$ cat config.mk
export PLATFORM = sky130hd
export DESIGN_NAME = usd_shadow_uart
export DESIGN_NICKNAME = d
export VERILOG_FILES = /design/src/usd_pkg.sv /design/src/usd_fifo_if.sv /design/src/usd_fifo.sv /design/src/usd_sync.sv /design/src/usd_shadow_uart.sv
export SDC_FILE = /design/constraint.sdc
export NUM_CORES = 1
export LEC_CHECK = 0
export BUFFER_PORTS_ARGS = -buffer_cell sky130_fd_sc_hd__buf_2
export CAP_MARGIN = 10
export CORE_ASPECT_RATIO = 1.5
export CORE_MARGIN = 10
export CORE_UTILIZATION = 34
export CTS_BUF_LIST = sky130_fd_sc_hd__clkbuf_4 sky130_fd_sc_hd__clkbuf_8
export DETAILED_ROUTE_END_ITERATION = 8
export PLACE_DENSITY = 0.59
export RECOVER_POWER = 50
export SLEW_MARGIN = 15
export SYNTH_ARGS = -nofsm -noshare
export SYNTH_HDL_FRONTEND = slang
export SYNTH_SLANG_ARGS = --single-unit
$ cat constraint.sdc
create_clock -name clk_sys -period 9.2 [get_ports clk_sys]
set_clock_uncertainty 0.15 [all_clocks]
set_input_delay 0 -clock clk_sys [delete_from_list [all_inputs] [get_ports clk_sys]]
set_output_delay 0 -clock clk_sys [all_outputs]
set_load 0.1 [all_outputs]
$ cat src/usd_pkg.sv
// constants and types shared by the shadow data buffer block
package usd_pkg;

   // character path
   localparam int DATA_W     = 8;
   localparam int FIFO_DEPTH = 16;
   localparam int PTR_W      = $clog2(FIFO_DEPTH);
   localparam int CNT_W      = PTR_W + 1;

   // register map, byte addresses on a 32-bit bus
   localparam logic [31:0] SHADOW_FIRST_ADDR = 32'h5000_1130;
   localparam logic [31:0] SHADOW_DATA1_ADDR = 32'h5000_1134;
   localparam logic [31:0] SHADOW_LAST_ADDR  = 32'h5000_116C;
   localparam logic [31:0] CTRL_ADDR         = 32'h5000_1180;
   localparam logic [31:0] LINE_STATUS_ADDR  = 32'h5000_1184;
   localparam logic [31:0] INT_STATUS_ADDR   = 32'h5000_1188;
   localparam logic [31:0] INT_MASK_ADDR     = 32'h5000_118C;
   localparam logic [31:0] DIVISOR_ADDR      = 32'h5000_1190;

   // fifo_control / mode bits of the control register
   localparam int CTRL_FIFO_EN = 0;
   localparam int CTRL_IR_MODE = 1;
   localparam int CTRL_W       = 2;
   localparam logic [CTRL_W-1:0] CTRL_RESET = 2'h0;

   // line_status bits
   localparam int LS_DATA_READY = 0;
   localparam int LS_OVERRUN    = 1;
   localparam int LS_TX_EMPTY   = 5;
   localparam int LS_TEMT       = 6;
   localparam int LS_W          = 8;

   // interrupt status / mask bits
   localparam int INT_RX      = 0;
   localparam int INT_OVERRUN = 1;
   localparam int INT_TX      = 2;
   localparam int INT_W       = 3;
   localparam logic [INT_W-1:0] INT_RESET = 3'h0;

   // baud generation, 16 ticks per bit
   localparam int DIV_W = 16;
   localparam logic [DIV_W-1:0] DIV_RESET   = 16'h000D;
   localparam logic [3:0]       TICK_LAST   = 4'hF;
   localparam logic [3:0]       TICK_MID    = 4'h7;
   localparam logic [3:0]       IR_PULSE_END = 4'h2;
   localparam logic [4:0]       IR_STRETCH  = 5'h10;
   localparam logic [2:0]       BIT_LAST    = 3'h7;

   typedef enum logic [1:0] {SER_IDLE, SER_START, SER_DATA, SER_STOP} usd_ser_state_t;

endpackage : usd_pkg

$ cat src/usd_fifo_if.sv
// push/pop port bundle between the top and its character fifos
`timescale 1ns/1ps
interface usd_fifo_if;
   logic                      flush;
   logic                      wrValid;
   logic                      wrReady;
   logic [usd_pkg::DATA_W-1:0] wrData;
   logic                      rdValid;
   logic                      rdReady;
   logic [usd_pkg::DATA_W-1:0] rdData;
   logic [usd_pkg::CNT_W-1:0]  count;

   modport store (input flush, wrValid, wrData, rdReady, output wrReady, rdValid, rdData, count);
   modport user  (output flush, wrValid, wrData, rdReady, input wrReady, rdValid, rdData, count);
endinterface : usd_fifo_if

$ cat src/usd_fifo.sv
// character fifo; full refuses pushes, contents stay untouched
`timescale 1ns/1ps
module usd_fifo (
   // clock and control
   input  wire logic clk_sys,
   input  wire logic rst,
   input  wire logic ce,
   // push and pop
   usd_fifo_if.store port
);
   logic [usd_pkg::DATA_W-1:0] mem [usd_pkg::FIFO_DEPTH];
   logic [usd_pkg::PTR_W-1:0]  wrPtr_q;
   logic [usd_pkg::PTR_W-1:0]  rdPtr_q;
   logic [usd_pkg::CNT_W-1:0]  count_q;
   logic                      push;
   logic                      pop;

   assign port.wrReady = (count_q != usd_pkg::CNT_W'(usd_pkg::FIFO_DEPTH));
   assign port.rdValid = (count_q != '0);
   assign port.rdData  = mem[rdPtr_q];
   assign port.count   = count_q;
   assign push = port.wrValid & port.wrReady & ~port.flush;
   assign pop  = port.rdReady & port.rdValid & ~port.flush;

   always_ff @(posedge clk_sys)
   begin
      if (ce && push)
      begin
         mem[wrPtr_q] <= port.wrData;
      end
   end

   always_ff @(posedge clk_sys)
   begin
      if (rst || (ce && port.flush))
      begin
         wrPtr_q <= '0;
         rdPtr_q <= '0;
         count_q <= '0;
      end
      else if (ce)
      begin
         wrPtr_q <= wrPtr_q + usd_pkg::PTR_W'(push);
         rdPtr_q <= rdPtr_q + usd_pkg::PTR_W'(pop);
         count_q <= count_q + usd_pkg::CNT_W'(push) - usd_pkg::CNT_W'(pop);
      end
   end
endmodule : usd_fifo

$ cat src/usd_sync.sv
// two-stage synchroniser for pins from outside the clock domain
`timescale 1ns/1ps
module usd_sync #(
   parameter logic RST_VAL = 1'b1
) (
   // clock and control
   input  wire logic clk_sys,
   input  wire logic rst,
   input  wire logic ce,
   // pin and synchronised level
   input  wire logic d,
   output logic      q
);
   logic meta_q;

   always_ff @(posedge clk_sys)
   begin
      if (rst)
      begin
         meta_q <= RST_VAL;
         q      <= RST_VAL;
      end
      else if (ce)
      begin
         meta_q <= d;
         q      <= meta_q;
      end
   end
endmodule : usd_sync

$ cat src/usd_shadow_uart.sv
// uart data path behind the shadow receive/transmit data locations
// What this block does
// - Sixteen 32-bit word locations all alias one shadow of the receive buffer and transmit holding register.
// - Reading the low byte returns the character received on the serial input, or the infrared input in ir mode.
// - The returned character is valid only while the data-ready bit of line status is set.
// - Without fifos a new character overwrites an unread receive buffer and raises overrun.
// - With fifos enabled a read returns and removes the head of the receive fifo.
// - A character arriving at a full receive fifo is dropped, the fifo is kept and overrun is raised.
// - Writing the low byte queues a character for the serial output, or the active-low infrared output in ir mode.
// - Without fifos a write while transmit holding is empty clears the transmit-holding-empty bit.
// - Without fifos further writes before the bit sets again overwrite the pending holding data.
// - With fifos the transmit path accepts writes up to a depth of sixteen characters.
// - A transmit write while the transmit fifo is full is dropped and the fifo is unchanged.
//
// The Avalon-MM interface to the registers was chosen for this implementation.
`timescale 1ns/1ps
module usd_shadow_uart (
   // clock, reset, enable
   input  wire logic        clk_sys,
   input  wire logic        rst,
   input  wire logic        ce,
   // avalon-mm slave
   input  wire logic [31:0] avs_address,
   input  wire logic        avs_read,
   input  wire logic        avs_write,
   input  wire logic [31:0] avs_writedata,
   input  wire logic [3:0]  avs_byteenable,
   output logic      [31:0] avs_readdata,
   output logic             avs_waitrequest,
   // serial line
   input  wire logic        sin,
   input  wire logic        sir_in,
   output logic             sout,
   output logic             sirOutN,
   // interrupt
   output logic             irq
);
   // shadow window decode, shared by reads and writes
   function automatic logic isShadow(input logic [31:0] addr);
      isShadow = (addr >= usd_pkg::SHADOW_FIRST_ADDR) && (addr <= usd_pkg::SHADOW_LAST_ADDR)
                 && (addr[1:0] == 2'h0);
   endfunction : isShadow

   usd_fifo_if rxFifo ();
   usd_fifo_if txFifo ();

   logic                        ack_q;
   logic [31:0]                 readData_q;
   logic [usd_pkg::CTRL_W-1:0]  ctrl_q;
   logic [usd_pkg::DIV_W-1:0]   divisor_q;
   logic [usd_pkg::INT_W-1:0]   intStatus_q;
   logic [usd_pkg::INT_W-1:0]   intMask_q;
   logic                        overrun_q;
   logic [usd_pkg::DATA_W-1:0]  rxHold_q;
   logic                        rxHoldValid_q;
   logic [usd_pkg::DATA_W-1:0]  txHold_q;
   logic                        txHoldFull_q;
   logic                        txEmptyPrev_q;
   logic [usd_pkg::DIV_W-1:0]   divCnt_q;
   logic                        tick;
   logic                        sinSync;
   logic                        sirSync;
   logic [4:0]                  irStretch_q;
   logic                        rxLine;
   usd_pkg::usd_ser_state_t     rxState_q;
   logic [3:0]                  rxTick_q;
   logic [2:0]                  rxBit_q;
   logic [usd_pkg::DATA_W-1:0]  rxShift_q;
   logic                        rxDeliver;
   usd_pkg::usd_ser_state_t     txState_q;
   logic [3:0]                  txTick_q;
   logic [2:0]                  txBit_q;
   logic [usd_pkg::DATA_W-1:0]  txShift_q;
   logic                        txLine;
   logic                        txHeadValid;
   logic [usd_pkg::DATA_W-1:0]  txHead;
   logic                        txLoad;
   logic                        fifoEn;
   logic                        irMode;
   logic                        doRead;
   logic                        doWrite;
   logic                        shadowPop;
   logic                        shadowPush;
   logic                        ctrlWrite;
   logic                        dataReady;
   logic                        txHoldEmpty;
   logic                        rxOverflow;
   logic                        rxStored;
   logic [usd_pkg::INT_W-1:0]   intEvents;
   logic [usd_pkg::LS_W-1:0]    lineStatus;
   logic [usd_pkg::DATA_W-1:0]  rxHead;
   logic [31:0]                 readMux;

   assign fifoEn = ctrl_q[usd_pkg::CTRL_FIFO_EN];
   assign irMode = ctrl_q[usd_pkg::CTRL_IR_MODE];

   // bus slave: one wait cycle, then the answer edge
   assign avs_waitrequest = (avs_read | avs_write) & ~ack_q;
   assign avs_readdata    = readData_q;
   assign doRead          = ce & avs_read & ack_q;
   assign doWrite         = ce & avs_write & ack_q;
   assign shadowPop       = doRead & isShadow(avs_address);
   // only the low byte lane carries a character
   assign shadowPush      = doWrite & isShadow(avs_address) & avs_byteenable[0];
   assign ctrlWrite       = doWrite & (avs_address == usd_pkg::CTRL_ADDR) & avs_byteenable[0];

   always_ff @(posedge clk_sys)
   begin
      if (rst)
      begin
         ack_q <= 1'b0;
      end
      else if (ce)
      begin
         ack_q <= (avs_read | avs_write) & ~ack_q;
      end
   end

   // head of fifo or single buffer, chosen by fifo_control
   assign rxHead    = fifoEn ? rxFifo.rdData : rxHold_q;
   assign dataReady = fifoEn ? rxFifo.rdValid : rxHoldValid_q;
   assign txHoldEmpty = fifoEn ? ~txFifo.rdValid : ~txHoldFull_q;

   always_comb
   begin
      lineStatus = '0;
      lineStatus[usd_pkg::LS_DATA_READY] = dataReady;
      lineStatus[usd_pkg::LS_OVERRUN]    = overrun_q;
      lineStatus[usd_pkg::LS_TX_EMPTY]   = txHoldEmpty;
      lineStatus[usd_pkg::LS_TEMT]       = txHoldEmpty & (txState_q == usd_pkg::SER_IDLE);
   end

   always_comb
   begin
      readMux = 32'h0000_0000;
      if (isShadow(avs_address))
      begin
         readMux[usd_pkg::DATA_W-1:0] = rxHead;
      end
      else if (avs_address == usd_pkg::CTRL_ADDR)
      begin
         readMux[usd_pkg::CTRL_W-1:0] = ctrl_q;
      end
      else if (avs_address == usd_pkg::LINE_STATUS_ADDR)
      begin
         readMux[usd_pkg::LS_W-1:0] = lineStatus;
      end
      else if (avs_address == usd_pkg::INT_STATUS_ADDR)
      begin
         readMux[usd_pkg::INT_W-1:0] = intStatus_q;
      end
      else if (avs_address == usd_pkg::INT_MASK_ADDR)
      begin
         readMux[usd_pkg::INT_W-1:0] = intMask_q;
      end
      else if (avs_address == usd_pkg::DIVISOR_ADDR)
      begin
         readMux[usd_pkg::DIV_W-1:0] = divisor_q;
      end
   end

   // data captured on the wait cycle, held through the answer edge
   always_ff @(posedge clk_sys)
   begin
      if (rst)
      begin
         readData_q <= 32'h0000_0000;
      end
      else if (ce && avs_read && !ack_q)
      begin
         readData_q <= readMux;
      end
   end

   // configuration registers
   always_ff @(posedge clk_sys)
   begin
      if (rst)
      begin
         ctrl_q    <= usd_pkg::CTRL_RESET;
         divisor_q <= usd_pkg::DIV_RESET;
         intMask_q <= usd_pkg::INT_RESET;
      end
      else if (doWrite)
      begin
         if (ctrlWrite)
         begin
            ctrl_q <= avs_writedata[usd_pkg::CTRL_W-1:0];
         end
         if (avs_address == usd_pkg::DIVISOR_ADDR && avs_byteenable[1:0] == 2'h3)
         begin
            divisor_q <= avs_writedata[usd_pkg::DIV_W-1:0];
         end
         if (avs_address == usd_pkg::INT_MASK_ADDR && avs_byteenable[0])
         begin
            intMask_q <= avs_writedata[usd_pkg::INT_W-1:0];
         end
      end
   end

   // switching fifo mode flushes both fifos so no stale characters mix in
   assign rxFifo.flush = ctrlWrite & (avs_writedata[usd_pkg::CTRL_FIFO_EN] != fifoEn);
   assign txFifo.flush = rxFifo.flush;

   // baud tick, sixteen per bit
   assign tick = (divCnt_q == '0);

   always_ff @(posedge clk_sys)
   begin
      if (rst)
      begin
         divCnt_q <= usd_pkg::DIV_RESET;
      end
      else if (ce)
      begin
         divCnt_q <= tick ? divisor_q : divCnt_q - usd_pkg::DIV_W'(1);
      end
   end

   usd_sync #(.RST_VAL(1'b1)) u_sinSync (
      .clk_sys (clk_sys),
      .rst     (rst),
      .ce      (ce),
      .d       (sin),
      .q       (sinSync)
   );

   usd_sync #(.RST_VAL(1'b0)) u_sirSync (
      .clk_sys (clk_sys),
      .rst     (rst),
      .ce      (ce),
      .d       (sir_in),
      .q       (sirSync)
   );

   // ir pulses are short, so each one is stretched to a full bit of low level
   always_ff @(posedge clk_sys)
   begin
      if (rst)
      begin
         irStretch_q <= '0;
      end
      else if (ce)
      begin
         if (sirSync)
         begin
            irStretch_q <= usd_pkg::IR_STRETCH;
         end
         else if (tick && irStretch_q != '0)
         begin
            irStretch_q <= irStretch_q - 5'h01;
         end
      end
   end

   assign rxLine = irMode ? (irStretch_q == '0) : sinSync;

   // receiver: start, eight data bits lsb first, stop
   always_ff @(posedge clk_sys)
   begin
      if (rst)
      begin
         rxState_q <= usd_pkg::SER_IDLE;
         rxTick_q  <= '0;
         rxBit_q   <= '0;
         rxShift_q <= '0;
      end
      else if (ce && tick)
      begin
         rxTick_q <= rxTick_q + 4'h1;
         unique case (rxState_q)
            usd_pkg::SER_IDLE:
            begin
               rxTick_q <= '0;
               if (!rxLine)
               begin
                  rxState_q <= usd_pkg::SER_START;
               end
            end
            usd_pkg::SER_START:
            begin
               if (rxTick_q == usd_pkg::TICK_MID)
               begin
                  rxTick_q  <= '0;
                  rxBit_q   <= '0;
                  rxState_q <= rxLine ? usd_pkg::SER_IDLE : usd_pkg::SER_DATA;
               end
            end
            usd_pkg::SER_DATA:
            begin
               if (rxTick_q == usd_pkg::TICK_LAST)
               begin
                  rxShift_q <= {rxLine, rxShift_q[usd_pkg::DATA_W-1:1]};
                  rxBit_q   <= rxBit_q + 3'h1;
                  if (rxBit_q == usd_pkg::BIT_LAST)
                  begin
                     rxState_q <= usd_pkg::SER_STOP;
                  end
               end
            end
            usd_pkg::SER_STOP:
            begin
               if (rxTick_q == usd_pkg::TICK_LAST)
               begin
                  rxState_q <= usd_pkg::SER_IDLE;
               end
            end
         endcase
      end
   end

   // a character with a bad stop bit is dropped
   assign rxDeliver = ce & tick & (rxState_q == usd_pkg::SER_STOP) & (rxTick_q == usd_pkg::TICK_LAST) & rxLine;

   // full fifo refuses the push, contents kept
   assign rxFifo.wrValid = rxDeliver & fifoEn;
   assign rxFifo.wrData  = rxShift_q;
   assign rxFifo.rdReady = shadowPop & fifoEn;
   assign rxOverflow = fifoEn ? (rxDeliver & ~rxFifo.wrReady) : (rxDeliver & rxHoldValid_q & ~shadowPop);
   assign rxStored   = rxDeliver & ~rxOverflow;

   usd_fifo u_rxFifo (
      .clk_sys (clk_sys),
      .rst     (rst),
      .ce      (ce),
      .port    (rxFifo.store)
   );

   // single buffer is overwritten, valid set wins over the read
   always_ff @(posedge clk_sys)
   begin
      if (rst)
      begin
         rxHold_q      <= '0;
         rxHoldValid_q <= 1'b0;
      end
      else if (ce)
      begin
         if (rxDeliver && !fifoEn)
         begin
            rxHold_q      <= rxShift_q;
            rxHoldValid_q <= 1'b1;
         end
         else if (shadowPop || fifoEn)
         begin
            rxHoldValid_q <= 1'b0;
         end
      end
   end

   // overrun sticks until line status is read; a new one wins
   always_ff @(posedge clk_sys)
   begin
      if (rst)
      begin
         overrun_q <= 1'b0;
      end
      else if (ce)
      begin
         if (rxOverflow)
         begin
            overrun_q <= 1'b1;
         end
         else if (doRead && avs_address == usd_pkg::LINE_STATUS_ADDR)
         begin
            overrun_q <= 1'b0;
         end
      end
   end

   // fifo accepts up to its depth
   // a push at full is simply refused
   assign txFifo.wrValid = shadowPush & fifoEn;
   assign txFifo.wrData  = avs_writedata[usd_pkg::DATA_W-1:0];
   assign txHeadValid    = fifoEn ? txFifo.rdValid : txHoldFull_q;
   assign txHead         = fifoEn ? txFifo.rdData : txHold_q;
   assign txLoad         = ce & (txState_q == usd_pkg::SER_IDLE) & txHeadValid;
   assign txFifo.rdReady = txLoad & fifoEn;

   usd_fifo u_txFifo (
      .clk_sys (clk_sys),
      .rst     (rst),
      .ce      (ce),
      .port    (txFifo.store)
   );

   // a write fills the holding register and clears its empty flag
   // a later write before the load overwrites it
   always_ff @(posedge clk_sys)
   begin
      if (rst)
      begin
         txHold_q     <= '0;
         txHoldFull_q <= 1'b0;
      end
      else if (ce)
      begin
         if (shadowPush && !fifoEn)
         begin
            txHold_q     <= avs_writedata[usd_pkg::DATA_W-1:0];
            txHoldFull_q <= 1'b1;
         end
         else if (txLoad || fifoEn)
         begin
            txHoldFull_q <= 1'b0;
         end
      end
   end

   // transmitter: idle loads, then start, data, stop on baud ticks
   always_ff @(posedge clk_sys)
   begin
      if (rst)
      begin
         txState_q <= usd_pkg::SER_IDLE;
         txTick_q  <= '0;
         txBit_q   <= '0;
         txShift_q <= '0;
      end
      else if (txLoad)
      begin
         txState_q <= usd_pkg::SER_START;
         txTick_q  <= '0;
         txBit_q   <= '0;
         txShift_q <= txHead;
      end
      else if (ce && tick && txState_q != usd_pkg::SER_IDLE)
      begin
         txTick_q <= txTick_q + 4'h1;
         if (txTick_q == usd_pkg::TICK_LAST)
         begin
            unique case (txState_q)
               usd_pkg::SER_START: txState_q <= usd_pkg::SER_DATA;
               usd_pkg::SER_DATA:
               begin
                  txShift_q <= txShift_q >> 1;
                  txBit_q   <= txBit_q + 3'h1;
                  if (txBit_q == usd_pkg::BIT_LAST)
                  begin
                     txState_q <= usd_pkg::SER_STOP;
                  end
               end
               usd_pkg::SER_STOP:  txState_q <= usd_pkg::SER_IDLE;
               usd_pkg::SER_IDLE:  txState_q <= usd_pkg::SER_IDLE;
            endcase
         end
      end
   end

   assign txLine = (txState_q == usd_pkg::SER_START) ? 1'b0
                 : (txState_q == usd_pkg::SER_DATA)  ? txShift_q[0] : 1'b1;

   // uart line idles high in ir mode; ir pulse is 3/16 of a zero bit
   always_ff @(posedge clk_sys)
   begin
      if (rst)
      begin
         sout    <= 1'b1;
         sirOutN <= 1'b1;
      end
      else if (ce)
      begin
         sout    <= irMode | txLine;
         sirOutN <= ~(irMode & ~txLine & (txTick_q <= usd_pkg::IR_PULSE_END));
      end
   end

   // interrupt events: character stored, overrun, holding register drained
   always_comb
   begin
      intEvents = '0;
      intEvents[usd_pkg::INT_RX]      = rxStored;
      intEvents[usd_pkg::INT_OVERRUN] = rxOverflow;
      intEvents[usd_pkg::INT_TX]      = ce & txHoldEmpty & ~txEmptyPrev_q;
   end

   // write-one-to-clear, a same-cycle event wins
   always_ff @(posedge clk_sys)
   begin
      if (rst)
      begin
         intStatus_q   <= usd_pkg::INT_RESET;
         txEmptyPrev_q <= 1'b1;
      end
      else if (ce)
      begin
         txEmptyPrev_q <= txHoldEmpty;
         if (doWrite && avs_address == usd_pkg::INT_STATUS_ADDR && avs_byteenable[0])
         begin
            intStatus_q <= (intStatus_q & ~avs_writedata[usd_pkg::INT_W-1:0]) | intEvents;
         end
         else
         begin
            intStatus_q <= intStatus_q | intEvents;
         end
      end
   end

   // level from registered status and mask, no extra latency
   assign irq = |(intStatus_q & intMask_q);

endmodule : usd_shadow_uart

==> metrics.csv, run 1 <==
metric;value;unit
CP max stage delay;660;ps
synthesized instance count;1359;
Post-synth EDFFs;256;
Max-Cap Viols;1;
hold_ws;49.9;ps
Clk Latency, worst-skew pair;620;ps
num ports;111;
Unique masters post-synth;71;
die height;299;µm
fin. max-slew vios;13;
setup repair after global routing missed its margin;false;
Worst VDD drop;0.000125;V
violated checks;capacitance limit, slew limit;
ratio of routed vias to standard cells;5.03;
Final ANT Viol Nets;0;
DR iter-0 viols;686;
Die X;206;µm
initial antenna violation count;1;
number of global-route vias before repair;11800;
CP Class;input pin to flop;
post-synth top area share;43.7;%
Pwr per Cell Area;183;mW/mm²
WP data arrival;5110;ps
worst hold path type;input pin to flop;
Total Nets Final;1630;
Startpoint Class;input pin;
GRT overflow;0;
status;complete, but fails checks;
#FFs+latches synth;412;
post-synthesis sequential area ratio;61.4;%
Syn-to-layout area delta;17.7;%
die area;0.0614;mm²
total routing usage reported by global routing;13.6;%
Lkg Pwr;7.34;nW
fraction of layout cells with a size suffix above 1;16.6;%
clock slew seen by the registers of the worst setup and hold paths;70;ps
Final Setup Violations;0;
placed instance count;2054;
Row Count;102;
Final Cycle Share;52.1;%
Starting Density;34.2;%
Port Buf Inserts;76;
ordered cell list for the critical path;dlygate4sd3_1 -> buf_2 -> or4_1 -> a211oi_1 -> mux2i_1 -> or3_1 -> nor4_1 -> ha_1 -> inv_1 -> ha_1 -> inv_1 -> fa_1 -> nand2b_1 -> a21oi_1 -> o21a_1 -> o21ai_0 -> xor2_1 -> nor2_1;
top post-synthesis cells by area;edfxtp_1, dfxtp_1, mux4_2, mux2i_1, nor2_1;
Worst EP required;9520;ps
CTS Buf Count;68;
commonest register cell after synthesis;edfxtp_1;
wire per inst;18.7;µm
CTS tree;yes;
count leader, synth;edfxtp_1;
hpwl dp;28200;µm
H-Tree Depth;3;
crit path max fanout;9;
f_max;0.209;GHz
Finished Layout Cells;2252;
Yosys top cell by area;edfxtp_1;
CP endpoint kind;flop;
Antenna diodes;0;
crit path max-delay cell type;a211oi_1;
minimum clock period;4790;ps
first-pass GRT wire length;65300;µm
total wire length;42000;µm
CTS sink cnt;412;
Yosys warning count;0;
post-layout util;40.3;%
Post-CTS Setup Inserts;0;
total negative slack;0;ps
final hold viol count;0;
slew margin rel.;-10.4;%
Core Region;0.0514;mm²
synthesized area;0.0176;mm²
routability cong.;0.836;
top post-synthesis cells by count;edfxtp_1, dfxtp_1, nor2_1, nand2_1, a21oi_1;
FFs w/ async S/R, synth;0;%
Remaining DRCs;0;
largest net degree at the start of global routing;65;
CTS Root Cell;clkbuf_8;
Max Root-Sink Buffers;3;
DR vias;11300;
worst-margin pin slew;1650;ps
post-CTS sizing;0;
DRT Pass-1 Iters;7;
Post-Syn Area per Cell;12.9;µm²
==> final cells by class <==
type,count,area (µm²)
fillers,4784,30700
flip-flops and latches,412,10800
multi-input cells,838,6300
clock buffers,98,1210
repair buffers,168,1210
well taps,676,846
clock inverters,28,215
inverters,32,120
==> worst max-delay path, delay by kind of cell <==
kind                     cells  cell delay (ps)
adder cells (fa/ha/maj)      3              870
AND/OR/NAND/NOR              5             1770
buffers and inverters        4              760
XOR/XNOR                     1              180
AO/OA/AOI/OAI                4             1100
multiplexers                 1              430
==> report_power, final <==
part / internal (mW) / leakage (nW) / switching, mW / total [mW]
Combinational: 0.0474 / 2.67 / 0.117 / 0.164
Clock: 0.938 / 0.762 / 0.728 / 1.67
Sequential: 1.96 / 3.90 / 0.00939 / 1.97
==> path summary, 6_finish.rpt <==
check,startpoint,endpoint,slack (ps),cells past startpoint
min,avs_address[7],avs_readdata[0]$_SDFFE_PP0P_,50,6
max,avs_address[31],u_rxFifo.port.count[4]$_SDFFE_PP0P_,4410,18
max reg2reg,divCnt_q[4]$_SDFFE_PP0P_,u_rxFifo.port.count[4]$_SDFFE_PP0P_,4590,13
min reg2reg,txShift_q[7]$_SDFFE_PP0P_,txShift_q[7]$_SDFFE_PP0P_,310,1
==> layout by cell type, fill, tap and decap left out, types with 18 or more instances in the layout <==
cell           count
buf_2             47
a211oi_1          19
dlygate4sd3_1     72
nand2_1           91
mux4_2            63
clkbuf_4          22
edfxtp_1         256
ha_1              33
dfxtp_1          154
nor2_1           156
inv_1             32
a21oi_1           77
clkbuf_1          31
buf_4             18
o21ai_0           21
clkbuf_8          76
mux2i_1           76
nand3_1           25
nor3_1            31
==> cell families after synthesis <==
kind of cell               Yosys count  synth area share (%)
xor gates and xnor gates            28                  1.39
adders and majority gates           35                  2.57
buffers and inverters              124                  3.14
DFF                                412                  61.4
AOI/OAI and AO/OA                  196                  7.18
other                                1                0.0213
and+or+nand+nor                    420                  11.6
muxes                              143                  12.6
==> what timing repair did <==
item	CTS	global route
endpoints found under the setup margin	0	0
hold buffers	72	0
endpoints found under the hold margin	213	0
==> flip-flops by register name (all words and copies together), names as in the netlist, 5 cells and up, named ones only <==
name                 cells
u_rxFifo.port.count      5
u_txFifo.mem           128
rxHold_q                 8
irStretch_q              5
divisor_q               16
u_rxFifo.mem           128
txHold_q                 8
txShift_q                8
avs_readdata            16
divCnt_q                16
u_txFifo.port.count      5
rxFifo.wrData            8
==> per-stage QoR <==
step                power [mW]  setup slack [ps]  area (µm²)
floorplan                 2.12              5470       17600
CTS                       3.84              4380       20800
finish                    3.80              4410       20700
detailed placement        2.16              4160       18600
global placement          2.15              4200       18600
global route              3.95              4140       20700
==> layer usage <==
layer / share of wire, % / track usage (%) / wire length (µm) / up-vias
met5: 0.017 / 0 / 7 / -
met4: 2.5 / 5.62 / 1050 / 2
met3: 5.4 / 2.84 / 2270 / 61
met2: 54 / 24.6 / 22600 / 278
met1: 38 / 15.0 / 16100 / 5601
li1: - / - / - / 5394
Note: power is estimated with default switching activity, not from simulation.
==> run 2: changes to the inputs <==
Clock period 9.2 ns to 4.85 ns, I/O delays scaled along.
==> run 2 against run 1 <==
Against the previous run: the flow still finishes with violations (capacitance limit, slew limit); critical path depth shrank 1; total power grew 84%; clock power grew 75%; global-route usage grew 0.17 points; register-to-register slack lost 3800 ps; combinational power grew 94%; sequential share of layout area grew 0.054 points; flip-flop and latch count is the same; core utilization is essentially flat; critical path type unchanged; highest routed layer unchanged.
==> metrics.csv, run 2 (synthesis gave the netlist of run 1 again) <==
metric;value;unit
wire per inst;18.8;µm
total routing usage reported by global routing;13.8;%
minimum clock period;4270;ps
DRT Pass-1 Iters;6;
total wire length;42500;µm
Max-Cap Viols;1;
Total Nets Final;1646;
Antenna diodes;0;
fin. max-slew vios;13;
Core Region;0.0514;mm²
WP data arrival;4590;ps
CTS tree;yes;
CP Class;input pin to flop;
DR vias;11400;
violated checks;capacitance limit, slew limit;
crit path max fanout;20;
Finished Layout Cells;2262;
Pwr per Cell Area;337;mW/mm²
f_max;0.234;GHz
die area;0.0614;mm²
hpwl dp;29200;µm
Starting Density;34.2;%
worst-margin pin slew;1580;ps
Remaining DRCs;0;
CTS sink cnt;412;
status;complete, but fails checks;
Final Setup Violations;0;
Syn-to-layout area delta;17.6;%
Port Buf Inserts;76;
die height;299;µm
CP endpoint kind;flop;
initial antenna violation count;1;
CTS Buf Count;66;
DR iter-0 viols;714;
fraction of layout cells with a size suffix above 1;16.7;%
routability cong.;0.833;
CTS Root Cell;clkbuf_8;
Die X;206;µm
Post-CTS Setup Inserts;0;
number of global-route vias before repair;11800;
clock slew seen by the registers of the worst setup and hold paths;60;ps
final hold viol count;0;
Max Root-Sink Buffers;3;
Worst VDD drop;0.000212;V
setup repair after global routing missed its margin;false;
GRT overflow;0;
Row Count;102;
Clk Latency, worst-skew pair;620;ps
Final Cycle Share;88.0;%
slew margin rel.;-5.61;%
largest net degree at the start of global routing;62;
Final ANT Viol Nets;0;
placed inst area;0.0187;mm²
worst hold path type;input pin to flop;
Lkg Pwr;7.34;nW
first-pass GRT wire length;66100;µm
Startpoint Class;input pin;
total negative slack;0;ps
H-Tree Depth;3;
placed instance count;2072;
Worst EP required;5170;ps
ratio of routed vias to standard cells;5.04;
num ports;111;
commonest cells after routing, fill and taps aside;edfxtp_1, nor2_1, dfxtp_1;
commonest non-fill, non-tap cell in the layout;edfxtp_1;
biggest regs;u_rxFifo.mem (128), u_txFifo.mem (128);
Final Cell Area;0.0207;mm²
total power;6.98;mW
==> run 2: cell count changes in the layout (fill, tap and decap cells not counted), sizes merged <==
cell / before / now
buf: 65 / 79
bufinv: 3 / 1
clkbuf: 129 / 127
clkinv: 23 / 21
clkinvlp: 0 / 1
inv: 34 / 35
==> run 2: path summary, 6_finish.rpt <==
| check | slack, ps | cells after the start | start | endpoint |
|---|---|---|---|---|
| worst max register to register | 750 | 14 | divCnt_q[10]$_SDFFE_PP0P_ | u_rxFifo.port.count[4]$_SDFFE_PP0P_ |
| worst max-delay path | 580 | 17 | ce | u_rxFifo.port.count[4]$_SDFFE_PP0P_ |
| worst min-delay path | 40 | 6 | avs_address[21] | avs_readdata[1]$_SDFFE_PP0P_ |
| worst min register to register | 310 | 2 | rxBit_q[2]$_SDFFE_PP0P_ | rxBit_q[2]$_SDFFE_PP0P_ |
==> run 2: through the flow <==
stage	hold slack (ps)	worst slack [ps]	utilization, %
after floorplan	-51.1	1120	-
after global placement	57.4	690	36.5
after detailed placement	66.4	558	36.5
after CTS	1.26	705	40.4
after global routing	71.3	254	40.2
final	35.9	584	40.2
==> run 2: critical path: stages <==
cell and delay [ps]:
dlygate4sd3_1 540, clkbuf_1 130, clkbuf_1 930, nor4bb_1 480, nand3_1 130, nor4b_1 240
clkbuf_1 320, o2111a_1 340, ha_1 200, inv_1 60, fa_1 390, nand2b_1 150
a21oi_1 190, nor3_1 60, o21ai_0 190, xor2_1 170, nor2_1 50
==> run 2: repair_timing <==
item	4_1_cts	5_1_grt
gates resized for setup	0	0
hold endpoints to repair	213	0
hold buffers	72	0
==> run 2: metal layers <==
layer	vias up	global-route usage [%]	wire length, µm
met5	-	0	10
met4	2	5.39	1220
met3	68	2.57	1860
met2	255	25.0	22800
met1	5651	15.4	16600
li1	5431	-	-
==> run 2: layout make-up <==
| cell class | count | area (µm²) |
|---|---|---|
| clock inverter | 26 | 158 |
| timing repair buffer | 186 | 1330 |
| tap | 676 | 846 |
| fill | 4775 | 30700 |
| multi-input combinational | 838 | 6290 |
| inverter | 32 | 120 |
| sequential | 412 | 10800 |
| clock buffer | 92 | 1130 |
==> run 2: where the power goes <==
group	leakage [nW]	total (mW)	internal (mW)	switching [mW]
Clock	0.693	2.93	1.58	1.35
Sequential	3.90	3.73	3.71	0.0158
Combinational	2.75	0.318	0.0926	0.225
==> run 3: changes to the inputs <==
Settings changed: ABC_AREA set to 1.
==> run 3 against run 2 <==
Against the previous run: design area increased by 2.0%; the run still ends with capacitance limit, slew limit left; largest cell class unchanged; count of clock-buffer cells in the layout fell by 12; register-to-register slack improved by 60 ps; setup slack worse by 290 ps.
==> metrics.csv, run 3 <==
metric;value;unit
Total Nets Final;2170;
Max Root-Sink Buffers;3;
total routing usage reported by global routing;15.0;%
fin. max-slew vios;74;
DR iter-0 viols;969;
wire per inst;17.7;µm
Remaining DRCs;0;
Switching Power;1.65;mW
Final Setup Violations;0;
Unique masters post-synth;44;
cell-internal power;5.43;mW
Pwr per Cell Area;335;mW/mm²
#FFs+latches synth;412;
crit path max-delay cell type;dlygate4sd3_1;
total negative slack;0;ps
biggest regs;u_rxFifo.mem (128), u_txFifo.mem (128);
synthesized instance count;1930;
Yosys warning count;0;
CP Class;input pin to flop;
clock slew seen by the registers of the worst setup and hold paths;70;ps
Clk pwr share;42.0;%
Die X;209;µm
f_max;0.219;GHz
initial antenna violation count;1;
sequential cell area;0.0108;mm²
Buf/Inv on CP;7;
Row Count;103;
minimum clock period;4560;ps
Syn-to-layout area delta;15.7;%
DRT Pass-1 Iters;5;
CP endpoint kind;flop;
GR Util met2;27.9;%
total wire length;49400;µm
commonest non-fill, non-tap cell in the layout;nor2_1;
Worst VDD drop;0.000262;V
Yosys top cell by area;edfxtp_1;
commonest register cell after synthesis;edfxtp_1;
top post-synthesis cells by area;edfxtp_1, dfxtp_1, nor2_1, nand2_1, o21ai_0;
GR peak layer;met2;
Clk Latency, worst-skew pair;660;ps
met3 Use GR;2.19;%
Port Buf Inserts;76;
DR vias;14100;
hpwl dp;32200;µm
CP max stage delay;590;ps
slew margin rel.;-143;%
violated checks;capacitance limit, slew limit;
num ports;111;
fraction of layout cells with a size suffix above 1;10.6;%
post-synth top area share;42.2;%
status;complete, but fails checks;
Startpoint Class;input pin;
top post-synthesis cells by count;nor2_1, edfxtp_1, nand2_1, o21ai_0, inv_1;
count leader, synth;nor2_1;
worst hold path type;input pin to flop;
ratio of routed vias to standard cells;5.06;
Core Region;0.0528;mm²
first-pass GRT wire length;77500;µm
number of global-route vias before repair;14200;
post-layout util;39.9;%
die height;304;µm
Starting Density;34.5;%
Final Cycle Share;94.0;%
WP data arrival;4910;ps
H-Tree Depth;2;
post-synthesis sequential area ratio;59.3;%
commonest cells after routing, fill and taps aside;nor2_1, edfxtp_1, nand2_1;
CTS Buf Count;57;
Post-Syn Area per Cell;9.45;µm²
CTS tree;yes;
Final ANT Viol Nets;0;
Lkg Pwr;7.82;nW
CTS Root Cell;clkbuf_8;
crit path max fanout;4;
setup repair after global routing missed its margin;false;
Post-synth EDFFs;256;
CTS sink cnt;412;
Sw Ratio;23.3;%
final hold viol count;0;
FFs w/ async S/R, synth;0;%
total power;7.08;mW
Finished Layout Cells;2791;
worst-margin pin slew;3650;ps
placed instance count;2617;
Sequential Power Share;52.8;%
synthesized area;0.0182;mm²
delay-heaviest family, CP;buffers and inverters;
die area;0.0635;mm²
Max-Cap Viols;1;
Layout fillers;5196;
GRT overflow;0;
Worst EP required;5200;ps
routability cong.;0.864;
largest net degree at the start of global routing;74;
Top cell by count, worst path;nor2_1;
met1 GRT Util;16.3;%
Multi-input gate area;0.00636;mm²
Comb power frac;5.2;%
[run 3: final timing paths]
check	startpoint	endpoint	slack (ps)	cells after the start
setup / recovery	avs_address[14]	u_txFifo.port.count[4]$_SDFFE_PP0P_	290	25
setup reg to reg	ack_q$_SDFFE_PP0P_	u_txFifo.port.count[4]$_SDFFE_PP0P_	810	19
hold / removal	avs_address[6]	avs_readdata[0]$_SDFFE_PP0P_	30	8
hold reg to reg	u_sinSync.q$_SDFFE_PP1P_	u_sinSync.q$_SDFFE_PP1P_	310	2
[run 3: power groups by stage]
stage / sequential (mW) / clock [mW] / combinational [mW]
after global placement: 3.81 / 0 / 0.331
final: 3.74 / 2.97 / 0.370
after detailed placement: 3.81 / 0 / 0.338
after CTS: 3.74 / 3.01 / 0.371
after global routing: 3.74 / 3.14 / 0.407
after floorplan: 3.84 / 0 / 0.223
[run 3: per-stage QoR]
| stage | setup slack, ps | hold WS (ps) | cell area (µm²) |
|---|---|---|---|
| 2_1_floorplan | 1620 | -51.1 | 18300 |
| 3_3_place_gp | 892 | 63.7 | 19200 |
| 3_5_place_dp | 895 | 67.4 | 19200 |
| 4_1_cts | 276 | 6.44 | 21100 |
| 5_1_grt | 33.9 | 67.0 | 21100 |
| 6_report | 290 | 25.8 | 21100 |
[run 3: what timing repair did]
item | CTS | global route
setup buffers | 0 | 7
setup endpoints to repair | 0 | 2
hold buffers | 59 | 0
gates resized for setup | 0 | 2
hold endpoints to repair | 235 | 0
[run 3: per-layer routing]
layer  routed length (µm)  share of wire (%)
met2                26000                 53
met3                 2150                4.4
met5                    0                  0
met1                19300                 39
met4                 1980                4.0
[run 3: worst register-to-register path: stages (launching register included)]
cell and delay, ps:
dfxtp_1 370, inv_1 90, nor3_1 360, nand2_1 150
dlygate4sd3_1 640, nor3_4 210, buf_4 180, nand3b_1 100
inv_1 60, ha_1 270, inv_1 40, ha_1 210
fa_1 420, nand2_1 80, a21oi_1 60, nor2_1 130
nor2_1 50, nor2_1 120, xor2_1 160, nor2_1 60
[run 3: layout make-up]
| cell class | instances | area share [%] |
|---|---|---|
| clock inverter | 27 | 1.33 |
| antenna | 1 | 0.0119 |
| timing repair buffer | 161 | 5.34 |
| clock buffer | 80 | 4.69 |
| inverter | 178 | 3.17 |
| tap | 682 | 4.04 |
| multi-input combinational | 1250 | 30.2 |
| sequential | 412 | 51.3 |
[run 3: kinds of logic (layout without fill, tap and decap cells)]
group                      after synthesis  in the layout  share of synthesized area [%]
xor gates and xnor gates                14             14                          0.672
other                                    1             17                         0.0206
and+or+nand+nor                        779            779                           18.3
DFF                                    412            412                           59.3
adders and majority gates               35             35                           2.48
buffers and inverters                  283            446                           6.24
AOI/OAI and AO/OA                      406            406                           13.0
